$ cat src/hdl/sfb_pkg.sv
// Package for the status flags and bank select block.
// Assumes one 10 MHz core clock and an 8-bit data memory address space.
package sfb_pkg;
    localparam logic [7:0] CORE_STATUS_FLAGS_ADDR = 8'h03;
    localparam logic [7:0] CORE_STATUS_FLAGS_MIRROR = 8'h83;
    localparam logic [6:0] STATUS_LOW_ADDR = 7'h03;
    localparam int INDIRECT_BANK_POS = 7;
    localparam int DIRECT_HI_POS = 6;
    localparam int DIRECT_LO_POS = 5;
    localparam int TIMEOUT_POS = 4;
    localparam int POWERDOWN_POS = 3;
    localparam int ZERO_POS = 2;
    localparam int DIGIT_CARRY_POS = 1;
    localparam int CARRY_POS = 0;
    localparam int NIBBLE_WIDTH = 4;
    localparam logic [2:0] BANK_RESET = 3'h0;
    localparam logic TIMEOUT_RESET = 1'h1;
    localparam logic POWERDOWN_RESET = 1'h1;
    localparam logic [2:0] ARITH_RESET = 3'h0;
    localparam logic [7:0] RESULT_RESET = 8'h00;
    localparam logic [7:0] READ_DATA_RESET = 8'h00;

    typedef enum logic [2:0] {
        SFB_OP_NONE = 3'h0,
        SFB_OP_ADD = 3'h1,
        SFB_OP_SUB = 3'h3,
        SFB_OP_LOGIC = 3'h2,
        SFB_OP_ROT_LEFT = 3'h6,
        SFB_OP_ROT_RIGHT = 3'h7
    } sfb_op_type;
endpackage

$ cat src/hdl/sfb_alu_flags.sv
// Flag computation for one ALU operation, purely combinational.
// Assumes operands and operation code are valid in the same cycle.
module sfb_alu_flags #(
    parameter int WIDTH = 8
) (
    input wire sfb_pkg::sfb_op_type op,
    input wire logic [WIDTH-1:0] operandA,
    input wire logic [WIDTH-1:0] operandB,
    input wire logic carryIn,
    output logic [WIDTH-1:0] result,
    output logic zeroOut,
    output logic digitCarryOut,
    output logic carryOut
);
    if (WIDTH <= sfb_pkg::NIBBLE_WIDTH) begin : g_width_check
        $error("WIDTH must exceed the nibble width");
    end

    logic [WIDTH:0] sum;
    logic [sfb_pkg::NIBBLE_WIDTH:0] nibbleSum;
    logic [WIDTH-1:0] addend;

    always_comb begin
        addend = operandB;
        if (op == sfb_pkg::SFB_OP_SUB) begin
            addend = ~operandB;
        end
        sum = {1'h0, operandA} + {1'h0, addend}
            + {{WIDTH{1'h0}}, op == sfb_pkg::SFB_OP_SUB};
        nibbleSum = {1'h0, operandA[sfb_pkg::NIBBLE_WIDTH-1:0]}
            + {1'h0, addend[sfb_pkg::NIBBLE_WIDTH-1:0]}
            + {{sfb_pkg::NIBBLE_WIDTH{1'h0}},
               op == sfb_pkg::SFB_OP_SUB};
        result = operandA;
        digitCarryOut = 1'h0;
        carryOut = carryIn;
        case (op)
            sfb_pkg::SFB_OP_ADD, sfb_pkg::SFB_OP_SUB: begin
                result = sum[WIDTH-1:0];
                digitCarryOut = nibbleSum[sfb_pkg::NIBBLE_WIDTH];
                carryOut = sum[WIDTH];
            end
            sfb_pkg::SFB_OP_LOGIC: begin
                result = operandB;
            end
            sfb_pkg::SFB_OP_ROT_LEFT: begin
                result = {operandA[WIDTH-2:0], carryIn};
                carryOut = operandA[WIDTH-1];
            end
            sfb_pkg::SFB_OP_ROT_RIGHT: begin
                result = {carryIn, operandA[WIDTH-1:1]};
                carryOut = operandA[0];
            end
            default: begin
                result = operandA;
            end
        endcase
        zeroOut = (result == '0);
    end
endmodule // sfb_alu_flags

$ cat src/hdl/sfb_status_flags.sv
// Core status register: arithmetic flags, reset cause bits, bank select.
// Assumes the core supplies one-cycle operation and event strobes.
// Operation
// - Time-out set by power-up, clear, sleep
// - Digit carry from fourth bit on add/sub
// - Carry from top bit on add/sub
// - Subtract adds two's complement; inverted borrow
// - Rotates load carry with shifted-out bit
// - Reset: banks 0, indicators 1
// - Register at 03h and mirror 83h
// - Flag writes blocked when flags updated
//
// Decided for this implementation: the address-and-strobe port.
module sfb_status_flags #(
    parameter int WIDTH = 8
) (
    input wire logic ref_clk,
    input wire logic arst_n,
    input wire logic [7:0] regAddr,
    input wire logic [7:0] regWrData,
    input wire logic regWrite,
    input wire logic regRead,
    output logic [7:0] regRdData,
    input wire logic opValid,
    input wire sfb_pkg::sfb_op_type opCode,
    input wire logic [WIDTH-1:0] operandA,
    input wire logic [WIDTH-1:0] operandB,
    output logic [WIDTH-1:0] aluResult,
    input wire logic watchdogTimeout,
    input wire logic watchdogClearInstruction,
    input wire logic sleepInstruction,
    output logic indirectBankSelect,
    output logic [1:0] directBankSelect,
    output logic zeroFlag,
    output logic digitCarryFlag,
    output logic carryFlag,
    output logic timeoutIndicator,
    output logic powerdownIndicator
);
    if (WIDTH != 8) begin : g_width_check
        $error("WIDTH must be 8 for this core");
    end

    logic [WIDTH-1:0] result;
    logic zeroNext;
    logic digitCarryNext;
    logic carryNext;
    logic statusHit;
    logic flagOp;
    logic [7:0] statusView;

    sfb_alu_flags #(.WIDTH(WIDTH)) i_sfb_alu_flags (
        .op(opCode),
        .operandA(operandA),
        .operandB(operandB),
        .carryIn(carryFlag),
        .result(result),
        .zeroOut(zeroNext),
        .digitCarryOut(digitCarryNext),
        .carryOut(carryNext)
    );

    assign statusHit = (regAddr[6:0] == sfb_pkg::STATUS_LOW_ADDR);
    assign flagOp = opValid && (opCode != sfb_pkg::SFB_OP_NONE);
    assign statusView = {indirectBankSelect, directBankSelect,
        timeoutIndicator, powerdownIndicator, zeroFlag,
        digitCarryFlag, carryFlag};

    // Bank select bits
    always_ff @(posedge ref_clk or negedge arst_n) begin
        if (!arst_n) begin
            {indirectBankSelect, directBankSelect} <= sfb_pkg::BANK_RESET;
        end else if (regWrite && statusHit) begin
            indirectBankSelect <= regWrData[sfb_pkg::INDIRECT_BANK_POS];
            directBankSelect <= regWrData[sfb_pkg::DIRECT_HI_POS:
                sfb_pkg::DIRECT_LO_POS];
        end
    end

    // Reset cause indicators, never software writable
    always_ff @(posedge ref_clk or negedge arst_n) begin
        if (!arst_n) begin
            timeoutIndicator <= sfb_pkg::TIMEOUT_RESET;
            powerdownIndicator <= sfb_pkg::POWERDOWN_RESET;
        end else begin
            if (watchdogTimeout) begin
                timeoutIndicator <= 1'h0;
            end else if (watchdogClearInstruction || sleepInstruction) begin
                timeoutIndicator <= 1'h1;
            end
            if (sleepInstruction) begin
                powerdownIndicator <= 1'h0;
            end else if (watchdogClearInstruction) begin
                powerdownIndicator <= 1'h1;
            end
        end
    end

    // Arithmetic flags
    always_ff @(posedge ref_clk or negedge arst_n) begin
        if (!arst_n) begin
            {zeroFlag, digitCarryFlag, carryFlag} <= sfb_pkg::ARITH_RESET;
        end else if (flagOp) begin
            zeroFlag <= zeroNext;
            if (opCode == sfb_pkg::SFB_OP_ADD
                    || opCode == sfb_pkg::SFB_OP_SUB) begin
                digitCarryFlag <= digitCarryNext;
                carryFlag <= carryNext;
            end else if (opCode == sfb_pkg::SFB_OP_ROT_LEFT
                    || opCode == sfb_pkg::SFB_OP_ROT_RIGHT) begin
                carryFlag <= carryNext;
            end
        end else if (regWrite && statusHit) begin
            zeroFlag <= regWrData[sfb_pkg::ZERO_POS];
            digitCarryFlag <= regWrData[sfb_pkg::DIGIT_CARRY_POS];
            carryFlag <= regWrData[sfb_pkg::CARRY_POS];
        end
    end

    // Registered ALU result
    always_ff @(posedge ref_clk or negedge arst_n) begin
        if (!arst_n) begin
            aluResult <= sfb_pkg::RESULT_RESET;
        end else if (flagOp) begin
            aluResult <= result;
        end
    end

    // Read port, data one cycle after strobe
    always_ff @(posedge ref_clk or negedge arst_n) begin
        if (!arst_n) begin
            regRdData <= sfb_pkg::READ_DATA_RESET;
        end else if (regRead && statusHit) begin
            regRdData <= statusView;
        end else begin
            regRdData <= 8'h00;
        end
    end

    // Arithmetic flag checks
    a_zero_follows: assert property (
        @(posedge ref_clk) disable iff (!arst_n)
        flagOp |=> zeroFlag == (aluResult == '0))
        else $error("zero flag does not match result");
    a_logic_zero: assert property (
        @(posedge ref_clk) disable iff (!arst_n)
        flagOp && opCode == sfb_pkg::SFB_OP_LOGIC |=>
        zeroFlag == ($past(operandB) == '0))
        else $error("zero flag wrong for logic result");
    a_add_carry: assert property (
        @(posedge ref_clk) disable iff (!arst_n)
        flagOp && opCode == sfb_pkg::SFB_OP_ADD |=>
        carryFlag == (({1'h0, $past(operandA)} + {1'h0, $past(operandB)})
        >> WIDTH))
        else $error("add carry wrong");
    a_sub_borrow: assert property (
        @(posedge ref_clk) disable iff (!arst_n)
        flagOp && opCode == sfb_pkg::SFB_OP_SUB |=>
        carryFlag == ($past(operandA) >= $past(operandB)))
        else $error("subtract borrow polarity wrong");
    a_digit_carry: assert property (
        @(posedge ref_clk) disable iff (!arst_n)
        flagOp && opCode == sfb_pkg::SFB_OP_ADD |=>
        digitCarryFlag == ((($past(operandA) & 8'h0F)
        + ($past(operandB) & 8'h0F)) > 8'h0F))
        else $error("digit carry wrong");
    a_sub_digit: assert property (
        @(posedge ref_clk) disable iff (!arst_n)
        flagOp && opCode == sfb_pkg::SFB_OP_SUB |=>
        digitCarryFlag == ($past(operandA[3:0]) >= $past(operandB[3:0])))
        else $error("digit borrow polarity wrong");
    a_rot_left: assert property (
        @(posedge ref_clk) disable iff (!arst_n)
        flagOp && opCode == sfb_pkg::SFB_OP_ROT_LEFT |=>
        carryFlag == $past(operandA[WIDTH-1]))
        else $error("rotate left carry wrong");
    a_rot_right: assert property (
        @(posedge ref_clk) disable iff (!arst_n)
        flagOp && opCode == sfb_pkg::SFB_OP_ROT_RIGHT |=>
        carryFlag == $past(operandA[0]))
        else $error("rotate right carry wrong");

    // Indicator checks
    a_timeout_clear: assert property (
        @(posedge ref_clk) disable iff (!arst_n)
        watchdogTimeout |=> !timeoutIndicator)
        else $error("time-out not cleared");
    a_clear_sets: assert property (
        @(posedge ref_clk) disable iff (!arst_n)
        watchdogClearInstruction && !watchdogTimeout && !sleepInstruction
        |=> timeoutIndicator && powerdownIndicator)
        else $error("watchdog clear did not set indicators");
    a_sleep_powerdown: assert property (
        @(posedge ref_clk) disable iff (!arst_n)
        sleepInstruction |=> !powerdownIndicator
        && (timeoutIndicator || $past(watchdogTimeout)))
        else $error("sleep indicators wrong");
    a_indicator_nowrite: assert property (
        @(posedge ref_clk) disable iff (!arst_n)
        !watchdogTimeout && !watchdogClearInstruction && !sleepInstruction
        |=> $stable(timeoutIndicator) && $stable(powerdownIndicator))
        else $error("indicator changed without event");

    // Register port checks
    a_mirror_read: assert property (
        @(posedge ref_clk) disable iff (!arst_n)
        regRead && regAddr == sfb_pkg::CORE_STATUS_FLAGS_MIRROR
        |=> regRdData == $past(statusView))
        else $error("mirror read wrong");
    a_other_read: assert property (
        @(posedge ref_clk) disable iff (!arst_n)
        regRead && regAddr != sfb_pkg::CORE_STATUS_FLAGS_ADDR
        && regAddr != sfb_pkg::CORE_STATUS_FLAGS_MIRROR
        |=> regRdData == 8'h00)
        else $error("unmapped read not zero");
    a_bank_write: assert property (
        @(posedge ref_clk) disable iff (!arst_n)
        regWrite && regAddr == sfb_pkg::CORE_STATUS_FLAGS_ADDR |=>
        {indirectBankSelect, directBankSelect} == $past(regWrData[7:5]))
        else $error("bank bits not written");
    a_flag_write: assert property (
        @(posedge ref_clk) disable iff (!arst_n)
        regWrite && regAddr == sfb_pkg::CORE_STATUS_FLAGS_MIRROR && !flagOp
        |=> {zeroFlag, digitCarryFlag, carryFlag} == $past(regWrData[2:0]))
        else $error("flag bits not written");
    a_flag_blocked: assert property (
        @(posedge ref_clk) disable iff (!arst_n)
        regWrite && regAddr == sfb_pkg::CORE_STATUS_FLAGS_ADDR
        && flagOp && opCode == sfb_pkg::SFB_OP_LOGIC
        |=> digitCarryFlag == $past(digitCarryFlag)
        && carryFlag == $past(carryFlag))
        else $error("flag write not blocked by operation");
endmodule // sfb_status_flags

$ cat config.mk
export PLATFORM = sky130hd
export DESIGN_NAME = sfb_status_flags
export DESIGN_NICKNAME = d
export VERILOG_FILES = /design/src/hdl/sfb_pkg.sv /design/src/hdl/sfb_alu_flags.sv /design/src/hdl/sfb_status_flags.sv
export SDC_FILE = /design/constraint.sdc
export NUM_CORES = 1
export LEC_CHECK = 0
export BUFFER_PORTS_ARGS = -buffer_cell sky130_fd_sc_hd__buf_2
export CORE_MARGIN = 5
export CORE_UTILIZATION = 45
export CTS_CLUSTER_DIAMETER = 50
export DETAILED_ROUTE_END_ITERATION = 10
export PLACE_DENSITY = 0.8
export SLEW_MARGIN = 20
export SYNTH_ARGS = -nofsm -noshare
export SYNTH_HDL_FRONTEND = slang
export SYNTH_SLANG_ARGS = --single-unit
$ cat constraint.sdc
create_clock -name ref_clk -period 1.4 [get_ports ref_clk]
set_input_delay 0.28 -clock ref_clk [delete_from_list [all_inputs] [get_ports ref_clk]]
set_output_delay 0.28 -clock ref_clk [all_outputs]
set_load 0.02 [all_outputs]
# After elaboration in Yosys (flattened, before gate mapping)
# Index checks and enable logic that the tools add are counted.
word_totals:
  regBits: 24
  latchBits: 0
  ramBits: 0
  mem_bits_ro: 0
  inputBits: 43
  wordCells: 54
  memories: 0
classes:
  n_addsub: 4
  mul: 0
  div: 0
  magnitude_cmp: 0
  eq_ne: 8
  shift: 0
  muxes: 18
  n_bitwise: 1
  n_reduce_logical: 14
ops:
  columns: ["op", "count"]
  rows:
  - ["one-hot mux 8 bit (4 select lines)", 1]
  - ["two-way mux 8 bit", 2]
  - ["two-way mux 1 bit", 14]
  - ["adder 8 x 8 -> 9 bit", 1]
  - ["adder 9 x 1 -> 9 bit", 1]
  - ["logical NOT 8 bit", 1]
  - ["inverter 8 bit", 1]
  - ["== test 7 x 2 -> 1 bit, second input constant", 1]
  - ["== test 3 x 2 -> 1 bit, second input constant", 2]
  - ["== test 3 bit, second input constant", 2]
  - ["nonzero test 2 bit", 3]
  - ["adder 4 x 4 -> 5 bit", 1]
  - ["adder 5 x 1 -> 5 bit", 1]
  - ["AND reduction 2 bit", 2]
  - ["== test 3 x 1 -> 1 bit, second input constant", 1]
  - ["logical AND 1 bit", 3]
  - ["logical OR 1 bit", 3]
  - ["inequality test 3 x 1 -> 1 bit, second input constant", 1]
  - ["one-hot mux 1 bit (3 select lines)", 1]
  - ["nonzero test 3 bit", 1]
  - ["inequality test 2 x 1 -> 1 bit, second input constant", 1]
  - ["OR reduction 2 bit", 1]

# Depth between registers and ports, before layout
depth:
  ltp_word: 8
  mapped_depth: 13
  ltp_nobuf: 11

# Modules after synthesis
# A second synthesis with hierarchy kept.
unflattened:
  cells_unflattened: 187
  hier_area_um2: 1835.5
modules_own_cells:
  columns: ["module", "n_inst", "cells_each", "area_per_inst_um2"]
  rows:
  - ["sfb_status_flags", 1, 75, 999.7]
  - ["sfb_alu_flags", 1, 112, 835.8]

# Worst setup path before layout
# No wires, ideal clock.
synth_timing:
  path_kind: "input to register"
  startpoint: "input opCode[2]"
  endpoint: "register zeroFlag"
  arrival_ps: 2767
  setup_slack_ps: -1471
  stages: 13
  cell_sequence: "buf_4 -> nor2b_1 -> clkbuf_1 -> nand2_1 -> xnor2_1 -> inv_1 -> fa_1 -> nand2b_1 -> a21oi_1 -> a31oi_1 -> xor2_1 -> o21ai_1 -> o41ai_2"
synth_via:
  elab_chain_len: 7
synth_rtl:
  columns: ["item", "line_no", "rtl"]
  rows:
  - ["start, declared", "sfb_status_flags.sv:25", "input wire sfb_pkg::sfb_op_type opCode,"]
  - ["== test 3 x 2 -> 1 bit", "sfb_alu_flags.sv:25, sfb_alu_flags.sv:29, sfb_alu_flags.sv:37", null]
  - ["two-way mux 8 bit", "sfb_alu_flags.sv:25", "if (op == sfb_pkg::SFB_OP_SUB) begin"]
  - ["adder 8 x 8 -> 9 bit", "sfb_alu_flags.sv:28", "sum = {1'h0, operandA} + {1'h0, addend}"]
  - ["adder 9 x 1 -> 9 bit", "sfb_alu_flags.sv:29", "+ {{WIDTH{1'h0}}, op == sfb_pkg::SFB_OP_SUB};"]
  - ["one-hot mux 8 bit (4 select lines)", "sfb_alu_flags.sv:37", "case (op)"]
  - ["logical NOT 8 bit", "sfb_alu_flags.sv:58", "zeroOut = (result == '0);"]
  - ["two-way mux 1 bit", "sfb_status_flags.sv:103", "end else if (flagOp) begin"]
  - ["end signal, assigned", "sfb_status_flags.sv:102", "{zeroFlag, digitCarryFlag, carryFlag} <= sfb_pkg::ARITH_RESET;"]
  - ["end signal, assigned", "sfb_status_flags.sv:104", "zeroFlag <= zeroNext;"]
  - ["end signal, assigned", "sfb_status_flags.sv:114", "zeroFlag <= regWrData[sfb_pkg::ZERO_POS];"]
  - ["end, declared", "sfb_status_flags.sv:34", "output logic zeroFlag,"]
# Parallel ways exist; a longest one is shown, timed or not.
# A chain may end at the register's enable or synchronous reset.

# Worst setup path after layout
# Same ends and word-level chain as after synthesis.

==> parameters.txt <==
Parameter                              Value

Detailed routing
  Detailed-route DRC error count ... 0
  Via count of the routed design ... about 2300
  Iteration-0 DRC count of the detailed router ... 182
  Total wirelength of the detailed-routed design ... 7.36 mm
  WL per Instance ... 19.4 µm
  Vias per std cell ... 6.08
  Router iterations before antenna repair ... 5
  Count of antenna-violating nets left after detailed routing ... 0

Floorplan
  DIE HEIGHT ... 74.6 µm
  Horiz. Die Dim ... 74.6 µm
  Row count ... 23
  Initial core utilization ... 0.466
  Total die area ... between 0.005 and 0.006 mm²
  I/O pin cnt ... 67
  Area of the core ... 0.00403 mm²

Cells and area
  Final std cell area, no fill ... 0.00322 mm²
  Number of inserted filler cells in the final layout ... 220
  Fraction of final layout cells with drive strength greater than 1 ... 0.590
  Area added between synthesis and finish ... 71.6%
  Area of the multi-input gates ... 0.00156 mm²
  Number of antenna repair diodes ... 0
  Layout Nets ... roughly 390
  Sequential standard cell area ... 603 µm²

Clock network
  H-tree levels ... 1
  CTS sink cnt ... 24
  Number of buffers added to fix hold violations after cts ... 0
  Clock root buffer ... clkbuf_8
  CTS clock-pin slew for the worst setup and hold paths ... ~0.08 ns
  Worst-Skew Late Latency ... 0.26 ns
  Total CTS buffers ... 3
  CTS tree ... yes
  Deepest clock path buffer count ... 2

Synthesis
  Post-synthesis area per instance ... about 9.2 µm²
  Portion of synthesized cell area occupied by the leading cell type ... 0.294
  Netlist area before placement ... 0.00188 mm²
  Sequential fraction of the synthesis area ... 0.322
  Biggest area consumer among synthesized cells ... dfrtp_1
  Number of distinct library cell variants in the gate-level netlist after synthesis ... 54
  Biggest area contributors in the synthesized netlist ... dfrtp_1 (29%), ha_1 (7.3%), mux2_2 (4.2%)
  Most used flip-flop cell after synthesis ... dfrtp_1
  Post-synth EDFFs ... 0
  Fraction of registers with async set/reset ... 1.00
  Yosys warnings ... 0
  Number of synthesized register bits ... 24
  Net count after synthesis ... 259
  Post-synthesis cell count ... 204

Place
  Cell area after placement ... ~0.0027 mm²
  Quantity of I/O buffers inserted on ports ... 63
  Weighted congestion at the end of routability-driven global placement ... roughly 0.9
  Dpl hpwl ... 4.61 mm

Worst setup path
  Worst Setup Start Kind ... primary input
  Slack of the worst reg-to-reg path ... -0.24 ns
  Worst EP arrival ... 2.56 ns
  Nature of the critical path endpoint ... flop
  Req. time, crit path ... approximately 1.6 ns
  Endpoint of the worst register-to-register path ... zeroFlag$_DFFE_PN0P_
  Largest fanout on the critical path ... 4
  Depth of the worst register-to-register path ... 6
  Start of the worst register-to-register path ... carryFlag$_DFFE_PN0P_
  Type of the setup path with the least slack ... primary input to flop

STA
  Worst clock skew ... 0.00212 ns
  Transition at the pin with the smallest max-transition slack ... 0.509 ns
  Total negative slack for setup checks ... -7.65 ns
  Worst slack on hold paths ... -0.0166 ns
  Number of max-slew violations in the final report ... 0
  Number of hold-slack violations in the final timing report ... 22
  Final setup viols ... 11
  RSZ-0062 raised after global routing ... true
  Fmax achieved ... about 0.42 GHz
  Min Tclk post-route ... 2.40 ns
  Worst-case setup margin in the final layout ... -0.999 ns
  Worst-case headroom to the max-slew limit ... 0.660
  Post-route clock period utilization ... 1.71

Status
  Violations in the final reports ... hold timing, setup timing
  Run status ... complete, but fails checks

Global route
  Initial antenna violation count ... 0
  Global-route usage over all layers ... 0.225
  Wire length of the first global-routing pass ... 9.74 mm
  Vias in the first global route ... 2179
  Maximum number of pins on one net before global-route repair ... 25
  Total grt overflow ... 0

Pwr
  Peak supply drop ... 0.816 mV
  PD cells ... 767 mW/mm²
  Leakage power summed over all cells ... about 1.6 nW

Run
  Reported max-cap violation count ... 0

Min path
  Type of the most critical hold path ... primary input to async pin
-- power breakdown --
group	total (mW)	internal, mW	switching, mW
clock network	0.387	0.192	0.196
registers	0.808	0.764	0.0441
logic	1.27	0.634	0.640
-- logic make-up after synthesis --
kind of cell    Yosys count  share of synthesized area
compound gates           59                      0.226
fa+ha+maj                12                     0.0841
mux                      12                     0.0707
simple gates             68                      0.198
buf+inv                  19                     0.0527
flops                    24                      0.322
xor+xnor                 10                     0.0467
-- area by class of cell --
type	count	share of cell area
Tap cell	50	0.0194
Timing Repair Buffer	133	0.288
Sequential cell	24	0.187
Multi-Input combinational cell	161	0.483
Inverter	8	0.00933
Clock buffer	3	0.0128
-- worst max-delay path, cell delays in order --
cell	delay, ns
buf_6	0.10
nor2b_4	0.16
nand2_8	0.10
xnor2_4	0.19
inv_2	0.06
fa_2	0.40
xnor2_1	0.13
o221ai_1	0.25
o21ai_2	0.11
a211oi_2	0.29
nand3_2	0.13
o41ai_2	0.34
-- stage by stage --
step	power, mW	hold slack [ns]	utilization	std cells	worst slack (ns)
floorplan	1.34	-0.0156	-	204	-1.02
global placement	1.73	0.279	0.665	363	-1.13
detailed placement	1.75	0.280	0.665	363	-1.20
CTS	2.23	0.00206	0.718	369	-0.836
global route	2.59	0.0239	0.799	379	-1.05
finish	2.47	-0.0166	0.799	379	-0.999
-- worst max path at each step --
stage,startpoint,endpoint,slack (ns)
floorplan,opCode[2],zeroFlag$_DFFE_PN0P_,-1.02
global placement,opCode[2],zeroFlag$_DFFE_PN0P_,-1.13
detailed placement,opCode[2],zeroFlag$_DFFE_PN0P_,-1.20
CTS,opCode[2],zeroFlag$_DFFE_PN0P_,-0.84
global route,opCode[2],zeroFlag$_DFFE_PN0P_,-1.05
finish,opCode[2],zeroFlag$_DFFE_PN0P_,-1.0
-- synthesized netlist by cell type, types with 2 or more instances --
| cell type | number |
|---|---|
| o21ai_0 | 9 |
| inv_1 | 7 |
| a211oi_1 | 2 |
| buf_6 | 2 |
| clkbuf_1 | 5 |
| buf_4 | 3 |
| a21oi_2 | 2 |
| mux2_1 | 3 |
| a221oi_1 | 3 |
| o211ai_1 | 2 |
| a21o_1 | 2 |
| mux2_2 | 7 |
| nand4_1 | 3 |
| a31oi_1 | 3 |
| dfstp_2 | 2 |
| nor2b_1 | 3 |
| mux2i_1 | 2 |
| xnor2_1 | 8 |
| and3_1 | 11 |
| nor2_1 | 12 |
| nand2_1 | 15 |
| a21oi_1 | 9 |
| o21ai_1 | 4 |
| dfrtp_1 | 22 |
| a211o_1 | 2 |
| or3_1 | 2 |
| and2_1 | 2 |
| o22ai_1 | 7 |
| a31o_1 | 2 |
| nand2b_1 | 3 |
| nor3_1 | 2 |
| xor2_1 | 2 |
| nand3_1 | 10 |
| ha_1 | 11 |
-- layer usage --
metal,vias up,wire length (µm),GRT usage
li1,1019,-,-
met5,-,0,0
met1,1101,2660,0.271
met3,34,580,0.0284
met4,0,309,0.0534
met2,151,3810,0.423
-- registers in the layout, indices dropped and copies added (netlist names) --
signal              count
aluResult               8
regRdData               8
digitCarryFlag          1
timeoutIndicator        1
carryFlag               1
zeroFlag                1
powerdownIndicator      1
directBankSelect        2
indirectBankSelect      1
-- cell usage in the layout, fill, tap and decap left out, drive strengths merged, types with 2 or more instances in the layout --
cell type	count
a211o	2
a211oi	2
a21o	2
a21oi	11
a221oi	3
a31o	2
a31oi	3
and2	3
and3	11
buf	133
clkbuf	3
dfrtp	22
dfstp	2
ha	11
inv	8
mux2	10
mux2i	2
nand2	15
nand2b	3
nand3	10
nand4	3
nor2	12
nor2b	3
nor3	2
o211ai	3
o21ai	13
o22ai	7
or3	2
xnor2	8
xor2	2
-- repair_timing --
item                       in CTS  in global routing
setup endpoints to repair      11                 11
buffers inserted                6                 14
pin swaps                      17                 35
resized for setup              25                 39
Note: power is estimated with default switching activity, not from simulation.
